$ cat config.mk
export PLATFORM = sky130hd
export DESIGN_NAME = radio_seq
export DESIGN_NICKNAME = d
export VERILOG_FILES = /design/src/logic/radio_seq_pkg.sv /design/src/logic/ref_tick_gen.sv /design/src/logic/radio_seq.sv
export SDC_FILE = /design/constraint.sdc
export NUM_CORES = 1
export LEC_CHECK = 0
export BUFFER_PORTS_ARGS = -buffer_cell sky130_fd_sc_hd__buf_4
export CAP_MARGIN = 10
export CORE_UTILIZATION = 55
export CTS_BUF_LIST = sky130_fd_sc_hd__clkbuf_8 sky130_fd_sc_hd__clkbuf_16
export DETAILED_ROUTE_END_ITERATION = 16
export GPL_TIMING_DRIVEN = 0
export PLACE_DENSITY = 0.77
export SLEW_MARGIN = 40
export SYNTH_ARGS = -nofsm -noshare
export SYNTH_HDL_FRONTEND = slang
export SYNTH_SLANG_ARGS = --single-unit
$ cat constraint.sdc
create_clock -name clk_i -period 9.24 [get_ports clk_i]
set_clock_uncertainty 0.15 [all_clocks]
set_input_delay 0.462 -clock clk_i [delete_from_list [all_inputs] [get_ports clk_i]]
set_output_delay 0.462 -clock clk_i [all_outputs]
set_load 0.01 [all_outputs]
$ cat src/logic/radio_seq_pkg.sv
// Shared constants, types and register map of the radio sequencer
package radio_seq_pkg;

  localparam int unsigned CLK_KHZ       = 50000;
  localparam int unsigned REF_KHZ       = 44000;
  localparam int unsigned SYNTH_STEP_KHZ = 500;

  localparam int unsigned RX_SETTLE_NS  = 5000;
  localparam int unsigned POST_NOTCH_NS = 5000;
  localparam int unsigned SEARCH_MAX_NS = 8000;
  localparam int unsigned TX_RAMP_NS    = 2000;
  localparam int unsigned CAL_WAIT_NS   = 1000;

  // Counts are in reference ticks; least times round up, longest down
  localparam int unsigned RX_SETTLE_TK  =
    (RX_SETTLE_NS * REF_KHZ + 999999) / 1000000;
  localparam int unsigned POST_NOTCH_TK =
    (POST_NOTCH_NS * REF_KHZ + 999999) / 1000000;
  localparam int unsigned SEARCH_MAX_TK = SEARCH_MAX_NS * REF_KHZ / 1000000;
  localparam int unsigned TX_RAMP_TK    =
    (TX_RAMP_NS * REF_KHZ + 999999) / 1000000;
  localparam int unsigned CAL_WAIT_TK   =
    (CAL_WAIT_NS * REF_KHZ + 999999) / 1000000;
  localparam int unsigned TK_W          = 10;

  localparam logic [7:0] ADR_CTRL  = 8'h00;
  localparam logic [7:0] ADR_MAXG  = 8'h04;
  localparam logic [7:0] ADR_WAIT  = 8'h08;
  localparam logic [7:0] ADR_TXCFG = 8'h0C;
  localparam logic [7:0] ADR_SYNTH = 8'h10;
  localparam logic [7:0] ADR_STAT  = 8'h14;
  localparam logic [7:0] ADR_CAL   = 8'h18;

  localparam int unsigned CTRL_CYC_LSB = 0;
  localparam int unsigned CTRL_DIV_EN  = 2;
  localparam int unsigned CTRL_CAL_GO  = 3;
  localparam int unsigned CTRL_RESTART = 4;

  localparam int unsigned ST_NOTCH_LSB = 0;
  localparam int unsigned ST_AGC_LSB   = 2;
  localparam int unsigned ST_TX_LSB    = 5;
  localparam int unsigned ST_CAL_LSB   = 7;
  localparam int unsigned ST_GAIN_LSB  = 9;

  localparam logic [7:0]  CTRL_RST  = 8'h00;
  localparam logic [6:0]  MAXG_RST  = 7'h5A;
  localparam logic [23:0] WAIT_RST  = 24'h161616;
  localparam logic [3:0]  TXG_RST   = 4'hF;
  localparam logic [7:0]  TXDLY_RST = 8'h2C;
  localparam logic [7:0]  SYNTH_RST = 8'h00;

  localparam logic [6:0] RX_GAIN_MAX_DB = 7'h5A;
  localparam logic [6:0] LNA_DB         = 7'h1E;
  localparam logic [6:0] FILT_STEP_DB   = 7'h0F;
  localparam logic [6:0] LNA_ON_DB      = 7'h3C;

  typedef enum logic [1:0] {
    NOTCH_10M  = 2'b00,
    NOTCH_1M   = 2'b01,
    NOTCH_100K = 2'b10,
    NOTCH_10K  = 2'b11
  } notch_t;

  typedef enum logic [2:0] {
    AGC_IDLE   = 3'b000,
    AGC_SETTLE = 3'b001,
    AGC_DECIDE = 3'b010,
    AGC_WAIT   = 3'b011,
    AGC_POST   = 3'b100,
    AGC_HOLD   = 3'b101
  } agc_state_t;

  typedef enum logic [1:0] {
    TX_IDLE  = 2'b00,
    TX_DELAY = 2'b01,
    TX_RAMP  = 2'b10,
    TX_ON    = 2'b11
  } tx_state_t;

  typedef enum logic [1:0] {
    CAL_IDLE = 2'b00,
    CAL_MEAS = 2'b01,
    CAL_DONE = 2'b10
  } cal_state_t;

  typedef struct packed {
    logic       lna;
    logic [1:0] filt;
    logic [4:0] bb;
  } rx_gain_t;

  typedef struct packed {
    logic       upconv;
    logic [2:0] filt;
  } tx_gain_t;

endpackage

$ cat src/logic/ref_tick_gen.sv
// Fractional divider giving one enable pulse per reference clock period
`timescale 1ns/1ps
module ref_tick_gen (
  input  wire logic clk_i,
  input  wire logic rst_i,
  output logic      tick_o
);
  import radio_seq_pkg::*;

  localparam logic [16:0] INC = 17'(REF_KHZ);
  localparam logic [16:0] MOD = 17'(CLK_KHZ);

  logic [16:0] acc_q;
  logic [16:0] sum;

  // Ticks are spread with one-cycle jitter; average rate is exact
  assign sum = acc_q + INC;

  always_ff @(posedge clk_i) begin
    if (rst_i) begin
      acc_q  <= 17'h00000;
      tick_o <= 1'b0;
    end else if (sum >= MOD) begin
      acc_q  <= sum - MOD;
      tick_o <= 1'b1;
    end else begin
      acc_q  <= sum;
      tick_o <= 1'b0;
    end
  end

endmodule

$ cat src/logic/radio_seq.sv
// Receive gain, DC-notch, transmit ramp and leakage calibration sequencer
//
// The implementer's own choices: the Wishbone slave port and the placing of the registers.
`timescale 1ns/1ps
// Functional notes
// - Synthesizer code moves the oscillator by 0.5 MHz per step.
// - Four notch corners: 10 MHz, 1 MHz, 100 kHz, 10 kHz.
// - During gain settling the notch alternates between 10 MHz and 1 MHz.
// - After settling: 100 kHz for 5 us, then 10 kHz.
// - Settling may span several diversity cycles; post after the last.
// - 10 kHz corner held until a burst, restart or receive entry starts a new gain cycle.
// - Entering receive loads the programmable maximum gain.
// - Receive entry gives 5 us settling at the 1 MHz notch.
// - Notch stays 1 MHz while gain remains at its initial maximum.
// - Gain search lowers gain stepwise until output reaches target.
// - Search ends at the latest at the first decision 8 us or more after starting.
// - Each gain switch is followed by a programmable wait period.
// - Gain split into two-step LNA, three-step filter, baseband; 90 dB.
// - Gain decisions use a log-envelope error against nominal level.
// - Transmit data bits are sampled on the 44 MHz reference tick.
// - Calibration reads LO leakage and drives I/Q compensation values.
// - Transmit ramp starts after programmable delay; ramp length fixed.
// - Transmit gain spans 15 dB in 1 dB steps.
// - Transmit gain is 0-7 dB filter plus one 8 dB upconverter step.
module radio_seq (
  input  wire logic                     clk_i,
  input  wire logic                     rst_i,
  input  wire logic                     wb_cyc_i,
  input  wire logic                     wb_stb_i,
  input  wire logic                     wb_we_i,
  input  wire logic [7:0]               wb_adr_i,
  input  wire logic [31:0]              wb_dat_i,
  input  wire logic [3:0]               wb_sel_i,
  output logic      [31:0]              wb_dat_o,
  output logic                          wb_ack_o,
  input  wire logic                     rx_mode_i,
  input  wire logic                     tx_mode_i,
  input  wire logic                     burst_start_i,
  input  wire logic signed [7:0]        rssi_err_i,
  input  wire logic [7:0]               lo_leak_i,
  input  wire logic                     tx_i_bit_i,
  input  wire logic                     tx_q_bit_i,
  output radio_seq_pkg::notch_t         notch_sel_o,
  output radio_seq_pkg::rx_gain_t       rx_gain_o,
  output logic                          agc_done_o,
  output logic      [7:0]               synth_code_o,
  output radio_seq_pkg::tx_gain_t       tx_gain_o,
  output logic                          tx_ramp_o,
  output logic                          tx_on_o,
  output logic                          fir_i_o,
  output logic                          fir_q_o,
  output logic signed [7:0]             cal_i_o,
  output logic signed [7:0]             cal_q_o
);
  import radio_seq_pkg::*;

  localparam logic [TK_W-1:0] SETTLE_C = TK_W'(RX_SETTLE_TK);
  localparam logic [TK_W-1:0] POST_C   = TK_W'(POST_NOTCH_TK);
  localparam logic [TK_W-1:0] SMAX_C   = TK_W'(SEARCH_MAX_TK);
  localparam logic [TK_W-1:0] RAMP_C   = TK_W'(TX_RAMP_TK);
  localparam logic [TK_W-1:0] CWAIT_C  = TK_W'(CAL_WAIT_TK);
  localparam logic [TK_W-1:0] ONE_C    = 10'h001;

  function automatic logic [31:0] wb_merge(input logic [31:0] old_v,
                                           input logic [31:0] new_v,
                                           input logic [3:0]  sel);
    logic [31:0] r;
    r = old_v;
    for (int b = 0; b < 4; b++) begin
      if (sel[b]) begin
        r[b*8 +: 8] = new_v[b*8 +: 8];
      end
    end
    return r;
  endfunction

  function automatic rx_gain_t rx_split(input logic [6:0] g);
    rx_gain_t   s;
    logic [6:0] r;
    s.lna = (g >= LNA_ON_DB);
    r = s.lna ? g - LNA_DB : g;
    if (r >= 7'(2 * FILT_STEP_DB)) begin
      s.filt = 2'h2;
    end else if (r >= FILT_STEP_DB) begin
      s.filt = 2'h1;
    end else begin
      s.filt = 2'h0;
    end
    s.bb = 5'(r - 7'(s.filt) * FILT_STEP_DB);
    return s;
  endfunction

  function automatic logic signed [7:0] nudge(input logic signed [7:0] v,
                                              input logic down);
    return down ? v - 8'sh01 : v + 8'sh01;
  endfunction

  logic tick;

  ref_tick_gen u_tick (
    .clk_i  (clk_i),
    .rst_i  (rst_i),
    .tick_o (tick)
  );

  // Register bus
  logic [7:0]  ctrl_q;
  logic [6:0]  maxg_q;
  logic [23:0] wait_q;
  logic [3:0]  txg_q;
  logic [7:0]  txdly_q;
  logic        wr_en;
  logic        cal_go;
  logic        restart;
  logic [31:0] rd_d;
  logic [31:0] ctrl_w;

  assign wr_en  = wb_cyc_i & wb_stb_i & wb_we_i & ~wb_ack_o;
  assign ctrl_w = wb_merge({24'h000000, ctrl_q}, wb_dat_i, wb_sel_i);
  // Go and restart are pulses, never stored
  assign cal_go  = wr_en && wb_adr_i == ADR_CTRL && ctrl_w[CTRL_CAL_GO];
  assign restart = wr_en && wb_adr_i == ADR_CTRL && ctrl_w[CTRL_RESTART];

  always_ff @(posedge clk_i) begin
    if (rst_i) begin
      ctrl_q       <= CTRL_RST;
      maxg_q       <= MAXG_RST;
      wait_q       <= WAIT_RST;
      txg_q        <= TXG_RST;
      txdly_q      <= TXDLY_RST;
      synth_code_o <= SYNTH_RST;
    end else if (wr_en) begin
      if (wb_adr_i == ADR_CTRL) begin
        ctrl_q <= {3'h0, 2'h0, ctrl_w[2:0]};
      end else if (wb_adr_i == ADR_MAXG) begin
        maxg_q <= 7'(wb_merge({25'h0, maxg_q}, wb_dat_i, wb_sel_i));
      end else if (wb_adr_i == ADR_WAIT) begin
        wait_q <= 24'(wb_merge({8'h00, wait_q}, wb_dat_i, wb_sel_i));
      end else if (wb_adr_i == ADR_TXCFG) begin
        {txdly_q, txg_q} <= 12'(wb_merge({20'h0, txdly_q, txg_q},
                                         wb_dat_i, wb_sel_i));
      end else if (wb_adr_i == ADR_SYNTH) begin
        // Each code step is one 0.5 MHz oscillator increment
        synth_code_o <= 8'(wb_merge({24'h0, synth_code_o},
                                    wb_dat_i, wb_sel_i));
      end
    end
  end

  // Receive gain loop
  agc_state_t      agc_q;
  logic [6:0]      gain_q;
  logic [TK_W-1:0] agc_cnt_q;
  logic [TK_W-1:0] srch_cnt_q;
  logic [1:0]      cyc_left_q;
  logic            rx_prev_q;
  logic            rx_new;
  logic [6:0]      step;
  logic [6:0]      gain_nx;
  logic [7:0]      wait_sel;
  logic            search_end;
  rx_gain_t        g_now;
  rx_gain_t        g_nx;
  notch_t          notch_d;

  assign rx_new = (rx_mode_i & ~rx_prev_q) | burst_start_i | restart;
  // Positive error means output above nominal; clamp so gain stays >= 0
  assign step = (rssi_err_i > $signed({1'b0, gain_q})) ? gain_q
                                                       : rssi_err_i[6:0];
  assign gain_nx = gain_q - step;
  assign g_now   = rx_split(gain_q);
  assign g_nx    = rx_split(gain_nx);
  assign search_end = rssi_err_i <= 8'sh00 || gain_q == 7'h00 ||
                      srch_cnt_q >= SMAX_C;

  // Wait after the switch depends on the coarsest stage that moved
  always_comb begin
    if (g_now.lna != g_nx.lna) begin
      wait_sel = wait_q[7:0];
    end else if (g_now.filt != g_nx.filt) begin
      wait_sel = wait_q[15:8];
    end else begin
      wait_sel = wait_q[23:16];
    end
  end

  always_ff @(posedge clk_i) begin
    if (rst_i) begin
      rx_prev_q <= 1'b0;
    end else begin
      rx_prev_q <= rx_mode_i;
    end
  end

  always_ff @(posedge clk_i) begin
    if (rst_i) begin
      agc_q      <= AGC_IDLE;
      gain_q     <= 7'h00;
      agc_cnt_q  <= 10'h000;
      srch_cnt_q <= 10'h000;
      cyc_left_q <= 2'h0;
    end else if (!rx_mode_i) begin
      agc_q <= AGC_IDLE;
    end else if (rx_new) begin
      agc_q      <= AGC_SETTLE;
      gain_q     <= maxg_q;
      agc_cnt_q  <= SETTLE_C;
      cyc_left_q <= ctrl_q[CTRL_DIV_EN] ?
                    ctrl_q[CTRL_CYC_LSB +: 2] : 2'h0;
    end else if (tick) begin
      case (agc_q)
        AGC_SETTLE: begin
          if (agc_cnt_q <= ONE_C) begin
            agc_q      <= AGC_DECIDE;
            srch_cnt_q <= 10'h000;
          end else begin
            agc_cnt_q <= agc_cnt_q - ONE_C;
          end
        end
        AGC_DECIDE: begin
          srch_cnt_q <= srch_cnt_q + ONE_C;
          if (search_end && cyc_left_q != 2'h0) begin
            cyc_left_q <= cyc_left_q - 2'h1;
            gain_q     <= maxg_q;
            agc_cnt_q  <= SETTLE_C;
            agc_q      <= AGC_SETTLE;
          end else if (search_end) begin
            agc_cnt_q <= POST_C;
            agc_q     <= AGC_POST;
          end else begin
            gain_q    <= gain_nx;
            agc_cnt_q <= {2'h0, wait_sel};
            agc_q     <= AGC_WAIT;
          end
        end
        AGC_WAIT: begin
          srch_cnt_q <= srch_cnt_q + ONE_C;
          if (agc_cnt_q <= ONE_C) begin
            agc_q <= AGC_DECIDE;
          end else begin
            agc_cnt_q <= agc_cnt_q - ONE_C;
          end
        end
        AGC_POST: begin
          if (agc_cnt_q <= ONE_C) begin
            agc_q <= AGC_HOLD;
          end else begin
            agc_cnt_q <= agc_cnt_q - ONE_C;
          end
        end
        default: agc_q <= agc_q;
      endcase
    end
  end

  always_comb begin
    case (agc_q)
      AGC_SETTLE: notch_d = NOTCH_1M;
      AGC_DECIDE: notch_d = NOTCH_1M;
      AGC_WAIT:   notch_d = (gain_q == maxg_q) ? NOTCH_1M
                                               : NOTCH_10M;
      AGC_POST:   notch_d = NOTCH_100K;
      default:    notch_d = NOTCH_10K;
    endcase
  end

  always_ff @(posedge clk_i) begin
    if (rst_i) begin
      notch_sel_o <= NOTCH_10K;
      rx_gain_o   <= '0;
      agc_done_o  <= 1'b0;
    end else begin
      notch_sel_o <= notch_d;
      rx_gain_o   <= g_now;
      agc_done_o  <= (agc_q == AGC_POST) || (agc_q == AGC_HOLD);
    end
  end

  // Transmit ramp sequencing
  tx_state_t       tx_q;
  logic [TK_W-1:0] tx_cnt_q;
  logic            tx_prev_q;

  always_ff @(posedge clk_i) begin
    if (rst_i) begin
      tx_q      <= TX_IDLE;
      tx_cnt_q  <= 10'h000;
      tx_prev_q <= 1'b0;
    end else begin
      tx_prev_q <= tx_mode_i;
      if (!tx_mode_i) begin
        tx_q <= TX_IDLE;
      end else if (!tx_prev_q) begin
        tx_q     <= TX_DELAY;
        tx_cnt_q <= {2'h0, txdly_q};
      end else if (tick) begin
        case (tx_q)
          TX_DELAY: begin
            if (tx_cnt_q <= ONE_C) begin
              tx_q     <= TX_RAMP;
              tx_cnt_q <= RAMP_C;
            end else begin
              tx_cnt_q <= tx_cnt_q - ONE_C;
            end
          end
          TX_RAMP: begin
            if (tx_cnt_q <= ONE_C) begin
              tx_q <= TX_ON;
            end else begin
              tx_cnt_q <= tx_cnt_q - ONE_C;
            end
          end
          default: tx_q <= tx_q;
        endcase
      end
    end
  end

  always_ff @(posedge clk_i) begin
    if (rst_i) begin
      tx_ramp_o <= 1'b0;
      tx_on_o   <= 1'b0;
      tx_gain_o <= '0;
      fir_i_o   <= 1'b0;
      fir_q_o   <= 1'b0;
    end else begin
      tx_ramp_o <= (tx_q == TX_RAMP);
      tx_on_o   <= (tx_q == TX_ON);
      // 8 dB upconverter step plus 0-7 dB filter: 15 dB in 1 dB steps
      tx_gain_o <= {txg_q[3], txg_q[2:0]};
      if (tick) begin
        fir_i_o <= tx_i_bit_i;
        fir_q_o <= tx_q_bit_i;
      end
    end
  end

  // Carrier-leakage calibration: per-axis descent on measured leakage.
  // Limitation: no saturation guard, a runaway axis wraps between +127 and -128.
  cal_state_t         cal_st_q;
  logic [TK_W-1:0]    cal_cnt_q;
  logic [7:0]         best_q;
  logic               axis_q;
  logic               down_q;
  logic               first_q;
  logic               base_q;
  logic signed [7:0]  cur;
  logic signed [7:0]  cur_nx;

  assign cur = axis_q ? cal_q_o : cal_i_o;

  always_comb begin
    if (base_q || lo_leak_i < best_q) begin
      cur_nx = nudge(cur, down_q);
    end else if (first_q && !down_q) begin
      cur_nx = cur - 8'sh02;
    end else begin
      cur_nx = nudge(cur, !down_q);
    end
  end

  always_ff @(posedge clk_i) begin
    if (rst_i) begin
      cal_st_q  <= CAL_IDLE;
      cal_cnt_q <= 10'h000;
      best_q    <= 8'hFF;
      axis_q    <= 1'b0;
      down_q    <= 1'b0;
      first_q   <= 1'b1;
      base_q    <= 1'b1;
      cal_i_o   <= 8'sh00;
      cal_q_o   <= 8'sh00;
    end else if (cal_go) begin
      cal_st_q  <= CAL_MEAS;
      cal_cnt_q <= CWAIT_C;
      axis_q    <= 1'b0;
      down_q    <= 1'b0;
      first_q   <= 1'b1;
      base_q    <= 1'b1;
    end else if (tick && cal_st_q == CAL_MEAS) begin
      if (cal_cnt_q > ONE_C) begin
        cal_cnt_q <= cal_cnt_q - ONE_C;
      end else begin
        cal_cnt_q <= CWAIT_C;
        if (axis_q) begin
          cal_q_o <= cur_nx;
        end else begin
          cal_i_o <= cur_nx;
        end
        if (base_q || lo_leak_i < best_q) begin
          best_q  <= lo_leak_i;
          first_q <= base_q;
          base_q  <= 1'b0;
        end else if (first_q && !down_q) begin
          down_q <= 1'b1;
        end else begin
          down_q  <= 1'b0;
          first_q <= 1'b1;
          base_q  <= 1'b1;
          axis_q  <= 1'b1;
          if (axis_q) begin
            cal_st_q <= CAL_DONE;
          end
        end
      end
    end
  end

  // Register read path
  always_comb begin
    if (wb_adr_i == ADR_CTRL) begin
      rd_d = {24'h000000, ctrl_q};
    end else if (wb_adr_i == ADR_MAXG) begin
      rd_d = {25'h0000000, maxg_q};
    end else if (wb_adr_i == ADR_WAIT) begin
      rd_d = {8'h00, wait_q};
    end else if (wb_adr_i == ADR_TXCFG) begin
      rd_d = {20'h00000, txdly_q, txg_q};
    end else if (wb_adr_i == ADR_SYNTH) begin
      rd_d = {24'h000000, synth_code_o};
    end else if (wb_adr_i == ADR_STAT) begin
      rd_d = 32'h00000000;
      rd_d[ST_NOTCH_LSB +: 2] = notch_sel_o;
      rd_d[ST_AGC_LSB +: 3]   = agc_q;
      rd_d[ST_TX_LSB +: 2]    = tx_q;
      rd_d[ST_CAL_LSB +: 2]   = cal_st_q;
      rd_d[ST_GAIN_LSB +: 7]  = gain_q;
    end else if (wb_adr_i == ADR_CAL) begin
      rd_d = {16'h0000, cal_q_o, cal_i_o};
    end else begin
      rd_d = 32'h00000000;
    end
  end

  // Unmapped addresses are acked with zero data so a master never hangs
  always_ff @(posedge clk_i) begin
    if (rst_i) begin
      wb_ack_o <= 1'b0;
      wb_dat_o <= 32'h00000000;
    end else begin
      wb_ack_o <= wb_cyc_i & wb_stb_i & ~wb_ack_o;
      wb_dat_o <= rd_d;
    end
  end

endmodule

Word-level counts from Yosys, hierarchy flattened
Index checks and enable logic that the tools add are counted.
W data, S select, Z words.
Cells by class
  add/subtract/negate cells: 14
  multipliers: 1
  $lt $le $gt $ge: 14
  equality and inequality tests: 36
  multiplexer cells: 74
  bitwise operators: 22
  reductions and logical operators: 61
Operators with widths (count)
  $mux W10: 9
  $mux W8: 9
  $mux W16: 4
  $mux W7: 9
  $pmux W10 S2: 3
  $reduce_and A4 Y1: 13
  $reduce_and A5 Y1: 6
  $sub A10 B1 Y10 const B: 3
  $eq A8 B5 Y1 const B: 3
  $mux W24: 1
  $le A10 B1 Y1 const B: 2
  $mux W1: 18
  $mux W2: 9
  $add A17 B16 Y17 const B: 1
  $ge A17 B16 Y1 const B: 1
  $mux W17: 1
  $sub A17 B16 Y17 const B: 1
  $eq A8 B4 Y1 const B: 2
  $ne A2 B2 Y1 const B: 8
  $reduce_bool A2 Y1: 8
  $mux W3: 5
  $ne A3 B3 Y1 const B: 5
  $not A1 Y1: 15
  $ge A7 B4 Y1 const B: 2
  other kinds (48): 84
Storage, ports and cells
  register bits after elaboration: 210
  input port bits: 70
  output and inout bits: 76

Depth between registers and ports, before layout
  depth in word-level cells: 16
  gate-level depth with buffers: 22
  gate-level depth less buffers: 20

Cells and area by module
A second synthesis with hierarchy kept.
Unflattened totals
  cells, all modules: 1394
  area total of the unflattened synthesis: 11561.1 um^2
By module, submodules not included
  radio_seq: times used 1, cells each 1248, area each 10357.4 um^2, sequential area each 3683.5 um^2
  ref_tick_gen: times used 1, cells each 146, area each 1203.7 um^2, sequential area each 280.3 um^2

Least setup slack after synthesis
No wires, ideal clock.
  kind: register -> register
  start point: register gain_q[4]
  end point: register agc_cnt_q[0]
  library setup time: 91 ps
  arrival time: 4872 ps
  required time: 8999 ps
  setup slack: 4127 ps
  cell stages (with the launch flop): 21
  path buffers: 2
  clock period less this slack: 5113 ps
  cells stage by stage: dfxtp_1 > buf_1 > inv_1 > ha_1 > and4b_2 > o2111ai_1 > a221oi_1 > buf_4 > mux2_2 > fa_1 > xor2_1 > inv_1 > ha_1 > xor3_1 > and3_1 > o31a_1 > o22ai_2 > a21boi_1 > a211oi_4 > o21ai_1 > a311oi_1
Between the ends
  longest elaborated chain between the ends: 16
  elaborated cells between the ends (all ways): 30
  those cells by class: add/sub: 3; order compare: 7; eq/ne: 2; mux: 14; reduce/logical: 4
RTL lines
  start: declaration: RTL line radio_seq.sv:152  | logic [6:0] gain_q;
  start signal: assignment: RTL line radio_seq.sv:206  | gain_q <= maxg_q;
  start signal: assignment: RTL line radio_seq.sv:224  | gain_q <= maxg_q;
  start signal: assignment: RTL line radio_seq.sv:231  | gain_q <= gain_nx;
  $gt A8 B8 Y1: RTL line radio_seq.sv:168  | assign step = (rssi_err_i > $signed({1'b0, gain_q})) ? gain_q
  $mux W7: RTL line radio_seq.sv:168
  $sub A7 B7 Y7: RTL line radio_seq.sv:170  | assign gain_nx = gain_q - step;
  $sub A7 B5 Y7 / $ge A7 B6 Y1 (equally long branches): RTL line radio_seq.sv:81, radio_seq.sv:80
  $mux W7: RTL line radio_seq.sv:81  | r = s.lna ? g - LNA_DB : g;
  $ge A7 B4 Y1: RTL line radio_seq.sv:84  | end else if (r >= FILT_STEP_DB) begin
  $mux W1: RTL line radio_seq.sv:84
  $mux W2: RTL line radio_seq.sv:82  | if (r >= 7'(2 * FILT_STEP_DB)) begin
  $ne A2 B2 Y1: RTL line radio_seq.sv:180  | end else if (g_now.filt != g_nx.filt) begin
  $mux W8: RTL line radio_seq.sv:180
  $mux W8: RTL line radio_seq.sv:178  | if (g_now.lna != g_nx.lna) begin
  $mux W8: RTL line radio_seq.sv:227  | end else if (search_end) begin
  $mux W8 *: RTL line radio_seq.sv:222  | if (search_end && cyc_left_q != 2'h0) begin
  $pmux W10 S2 *: RTL line radio_seq.sv:211  | case (agc_q)
  $mux W10 *: RTL line radio_seq.sv:210  | end else if (tick) begin
  $mux W10 *: RTL line radio_seq.sv:204  | end else if (rx_new) begin
  end signal: assignment: RTL line radio_seq.sv:217  | agc_cnt_q <= agc_cnt_q - ONE_C;
  end signal: assignment: RTL line radio_seq.sv:232  | agc_cnt_q <= {2'h0, wait_sel};
  end signal: assignment: RTL line radio_seq.sv:241  | agc_cnt_q <= agc_cnt_q - ONE_C;
  end: declaration: RTL line radio_seq.sv:153  | logic [TK_W-1:0] agc_cnt_q;
Mark *: on every way between the ends. The rest lies on a longest branch, timed or not. The select of a mux whose other input is x is not followed.
A chain may end at the register's enable or synchronous reset.

Worst setup path after layout
  start point: register gain_q[1]
  end point: register agc_cnt_q[5]
The elaborated chain is that of the path after synthesis.

==> flow_metrics.tcl <==
set metrics [dict create \
    fmax_mhz 161 \
    leakage_nw 5.16 \
    worstMarginPinSlew_ns 0.838 \
    rsz0062_at_grt "no" \
    ys_warn_count 0 \
    maxSlewHeadroom 0.441 \
    dominantRegCellSynth "dfxtp_1" \
    drt_first_pass_iters 8 \
    p_per_area_nw_per_um2 189 \
    drtIter0Drc 1108 \
    clk_pin_slew_worst_paths_ns 0.07 \
    crit_fanout 10 \
    cts_root_buf "clkbuf_16" \
    fill_cells 1696 \
    vias 10600 \
    setup_tns_ns 0 \
    num_io_pins 146 \
    synth-edff-count 0 \
    nNetsFinal 1609 \
    dieArea_um2 20700 \
    fp.coreArea_um2 19600 \
    syn_inst 1335 \
    synth-seq-area-share 0.359 \
    synthesis.area_um2 11100 \
    ys_types 101 \
    synth.most_common_cell "dfxtp_1" \
    finalSetupViolCount 0 \
    worstSetupPathType "flop to flop" \
    slowest_delay_ns 0.54 \
    synth_top_area_share 0.359 \
    start_util 0.564 \
    port_buffers 125 \
    synth.area.top_cells "dfxtp_1 (36%), nor2_1 (6.0%), ha_1 (5.7%)" \
    placed_cells 1733 \
    outcome "completed" \
    dpl_worst_slack_ns 3.15 \
    post_cts_resize_count 0 \
    dpl.hpwl_mm 25.0 \
    grt_pass1_wl_mm 50.9 \
    finalCriticalPeriod_ns 6.20 \
    crit_required_ns 9.44 \
    worst_setup_path_start_kind "flop" \
    clock_path_buffers 2 \
    setup_slack_ns 3.04 \
    post_drt_wl_per_cell_um 18.7 \
    drt_wl_total_mm 33.1 \
    detail_route.vias_per_cell 6.03 \
    cts_buffers 17 \
    cpMaxStageDelayCell "clkbuf_1" \
    h-tree-depth 4 \
    synth.cells.most_frequent "dfxtp_1 (198), nor2_1 (176), nand2_1 (107)" \
    antenna_found_initial 0 \
    areaGrowthSynthToFinish_pct 17.6 \
    cap_violations 0 \
    gp_congestion 0.950 \
    cts_hold_buf 0 \
    worstSetupEndpointType "flop" \
    netlist.top_cell.by_area "dfxtp_1" \
    clk_latency_ns 0.44 \
    hold_viol 0 \
    grt_max_degree 18 \
    cts_sinks 198 \
    synth-seq-cells 198 \
    arrival_ns 6.40 \
    grt_remaining_overflow 0 \
    irDropWorstVdd_v 0.000200 \
    fin_area_um2 13000 \
    stdcell_count 1766 \
    min_period_over_period 0.671 \
    drcViolationCount 0 \
    fp-row-count 51 \
    ys_async_sr_fraction 0 \
    cts_tree "built" \
    cts_setup_buffers 0 \
    ant_nets 0 \
    grt_pass1_vias 9668 \
    slew_viol_final 0 \
    dieWidth_um 144 \
    placed_area_um2 12400 \
    drive_above_1_share 0.147 \
    avgSynthCellArea_um2 8.28 \
    hp-class "primary input to flop" \
    whs_ns 0.0729 \
    die_height_um 144 \
    groute.usage.overall 0.325 \
    cp_cell_sequence "clkbuf_1 -> inv_1 -> ha_1 -> and2b_2 -> o2111ai_1 -> a221oi_1 -> buf_4 -> mux2_2 -> fa_1 -> xor2_1 -> inv_1 -> ha_1 -> xor3_1 -> and3_1 -> o31a_1 -> o22ai_2 -> a21boi_1 -> a211oi_4 -> o21ai_1 -> a311oi_1" \
]
## per-stage QoR
step,power [mW],util
after global routing,2.59,0.663
after global placement,1.66,0.630
after CTS,2.45,0.663
after floorplan,1.50,-
final,2.45,0.664
after detailed placement,1.68,0.632
## worst paths after layout
check                                   from            to  slack (ns)  cells past startpoint
worst min register to register      wb_ack_o      wb_ack_o        0.31                      1
worst max register to register     gain_q[1]  agc_cnt_q[5]        3.04                     20
worst max-delay path               gain_q[1]  agc_cnt_q[5]        3.04                     20
worst min-delay path            wb_dat_i[17]    wait_q[17]        0.07                      2
## final cells by class
type                       count  area (µm²)  area share
multi-input combinational   1009        6590       0.507
sequential                   198        3960       0.305
timing repair buffer         126         946      0.0728
clock buffer                  18         439      0.0338
tap                          265         332      0.0255
buffer                        73         324      0.0249
inverter                      62         233      0.0179
clock inverter                14         173      0.0133
antenna                        1        2.50    0.000193
## placed cells by master (no fill, tap or decap), drive strengths merged, types with 7 or more instances in the layout
cell type  netlist  final
inv             62     67
a311oi           8      8
nor3            35     35
clkbuf          50     68
o22ai            7      7
nand3           30     30
o21a            11     11
nand2b          15     15
and2            10     10
nand3b           7      7
xor2            28     28
dfxtp          198    198
nor2b           26     26
xnor2           34     34
and3            24     24
nor3b            7      7
nor2           177    177
or2              7      7
a22oi           33     33
nand4            9      9
nor4             9      9
mux2i           57     57
a221oi           9      9
a21oi           70     70
buf             23    149
a31oi           15     15
nand2          108    108
or3             14     14
conb             2      9
o211ai          13     13
o21ai           76     76
a21o             8      8
a211o           12     12
a211oi          18     18
ha              50     50
## registers in the layout, summed over array words and instances, names as in the netlist, 10 cells and up
name	count
tx_cnt_q	10
cal_cnt_q	10
srch_cnt_q	10
agc_cnt_q	10
wait_q	24
u_tick.acc_q	13
wb_dat_o	24
## worst max-delay path, delay by kind of cell, from the launching register on
family          cells  cell delay [ns]
compound gates      8             1.84
buf+inv             4             1.22
fa+ha+maj           3             1.11
xor+xnor            2             0.69
mux                 1             0.38
flops               1             0.36
simple gates        2             0.35
## routing by layer
layer  wire length [µm]  part of all wire  vias up  GRT usage
met3               3290             0.099      100     0.0773
li1                   -                 -     5049          -
met4               1240             0.037        0      0.146
met1              14300              0.43     4932      0.443
met2              14200              0.43      564      0.484
met5                  0                 0        -          0
## cells by family (layout without fill, tap and decap cells)
| kind of cell | count (synthesis) | count (layout) | synth area share |
|---|---|---|---|
| xor gates and xnor gates | 63 | 63 | 0.0520 |
| other | 2 | 10 | 0.000680 |
| DFF | 198 | 198 | 0.359 |
| and+or+nand+nor | 500 | 500 | 0.221 |
| buffers and inverters | 135 | 293 | 0.0503 |
| muxes | 61 | 61 | 0.0557 |
| AOI/OAI and AO/OA | 324 | 324 | 0.202 |
| adders and majority gates | 52 | 52 | 0.0602 |
## report_power, final
part	leakage, nW	switching (mW)	total (mW)	internal [mW]
Combinational	3.25	0.426	0.726	0.300
Sequential	1.61	0.0480	0.951	0.903
Clock	0.303	0.341	0.777	0.436
Total	5.16	0.815	2.45	1.64
Power figures use the tool's default switching activity.
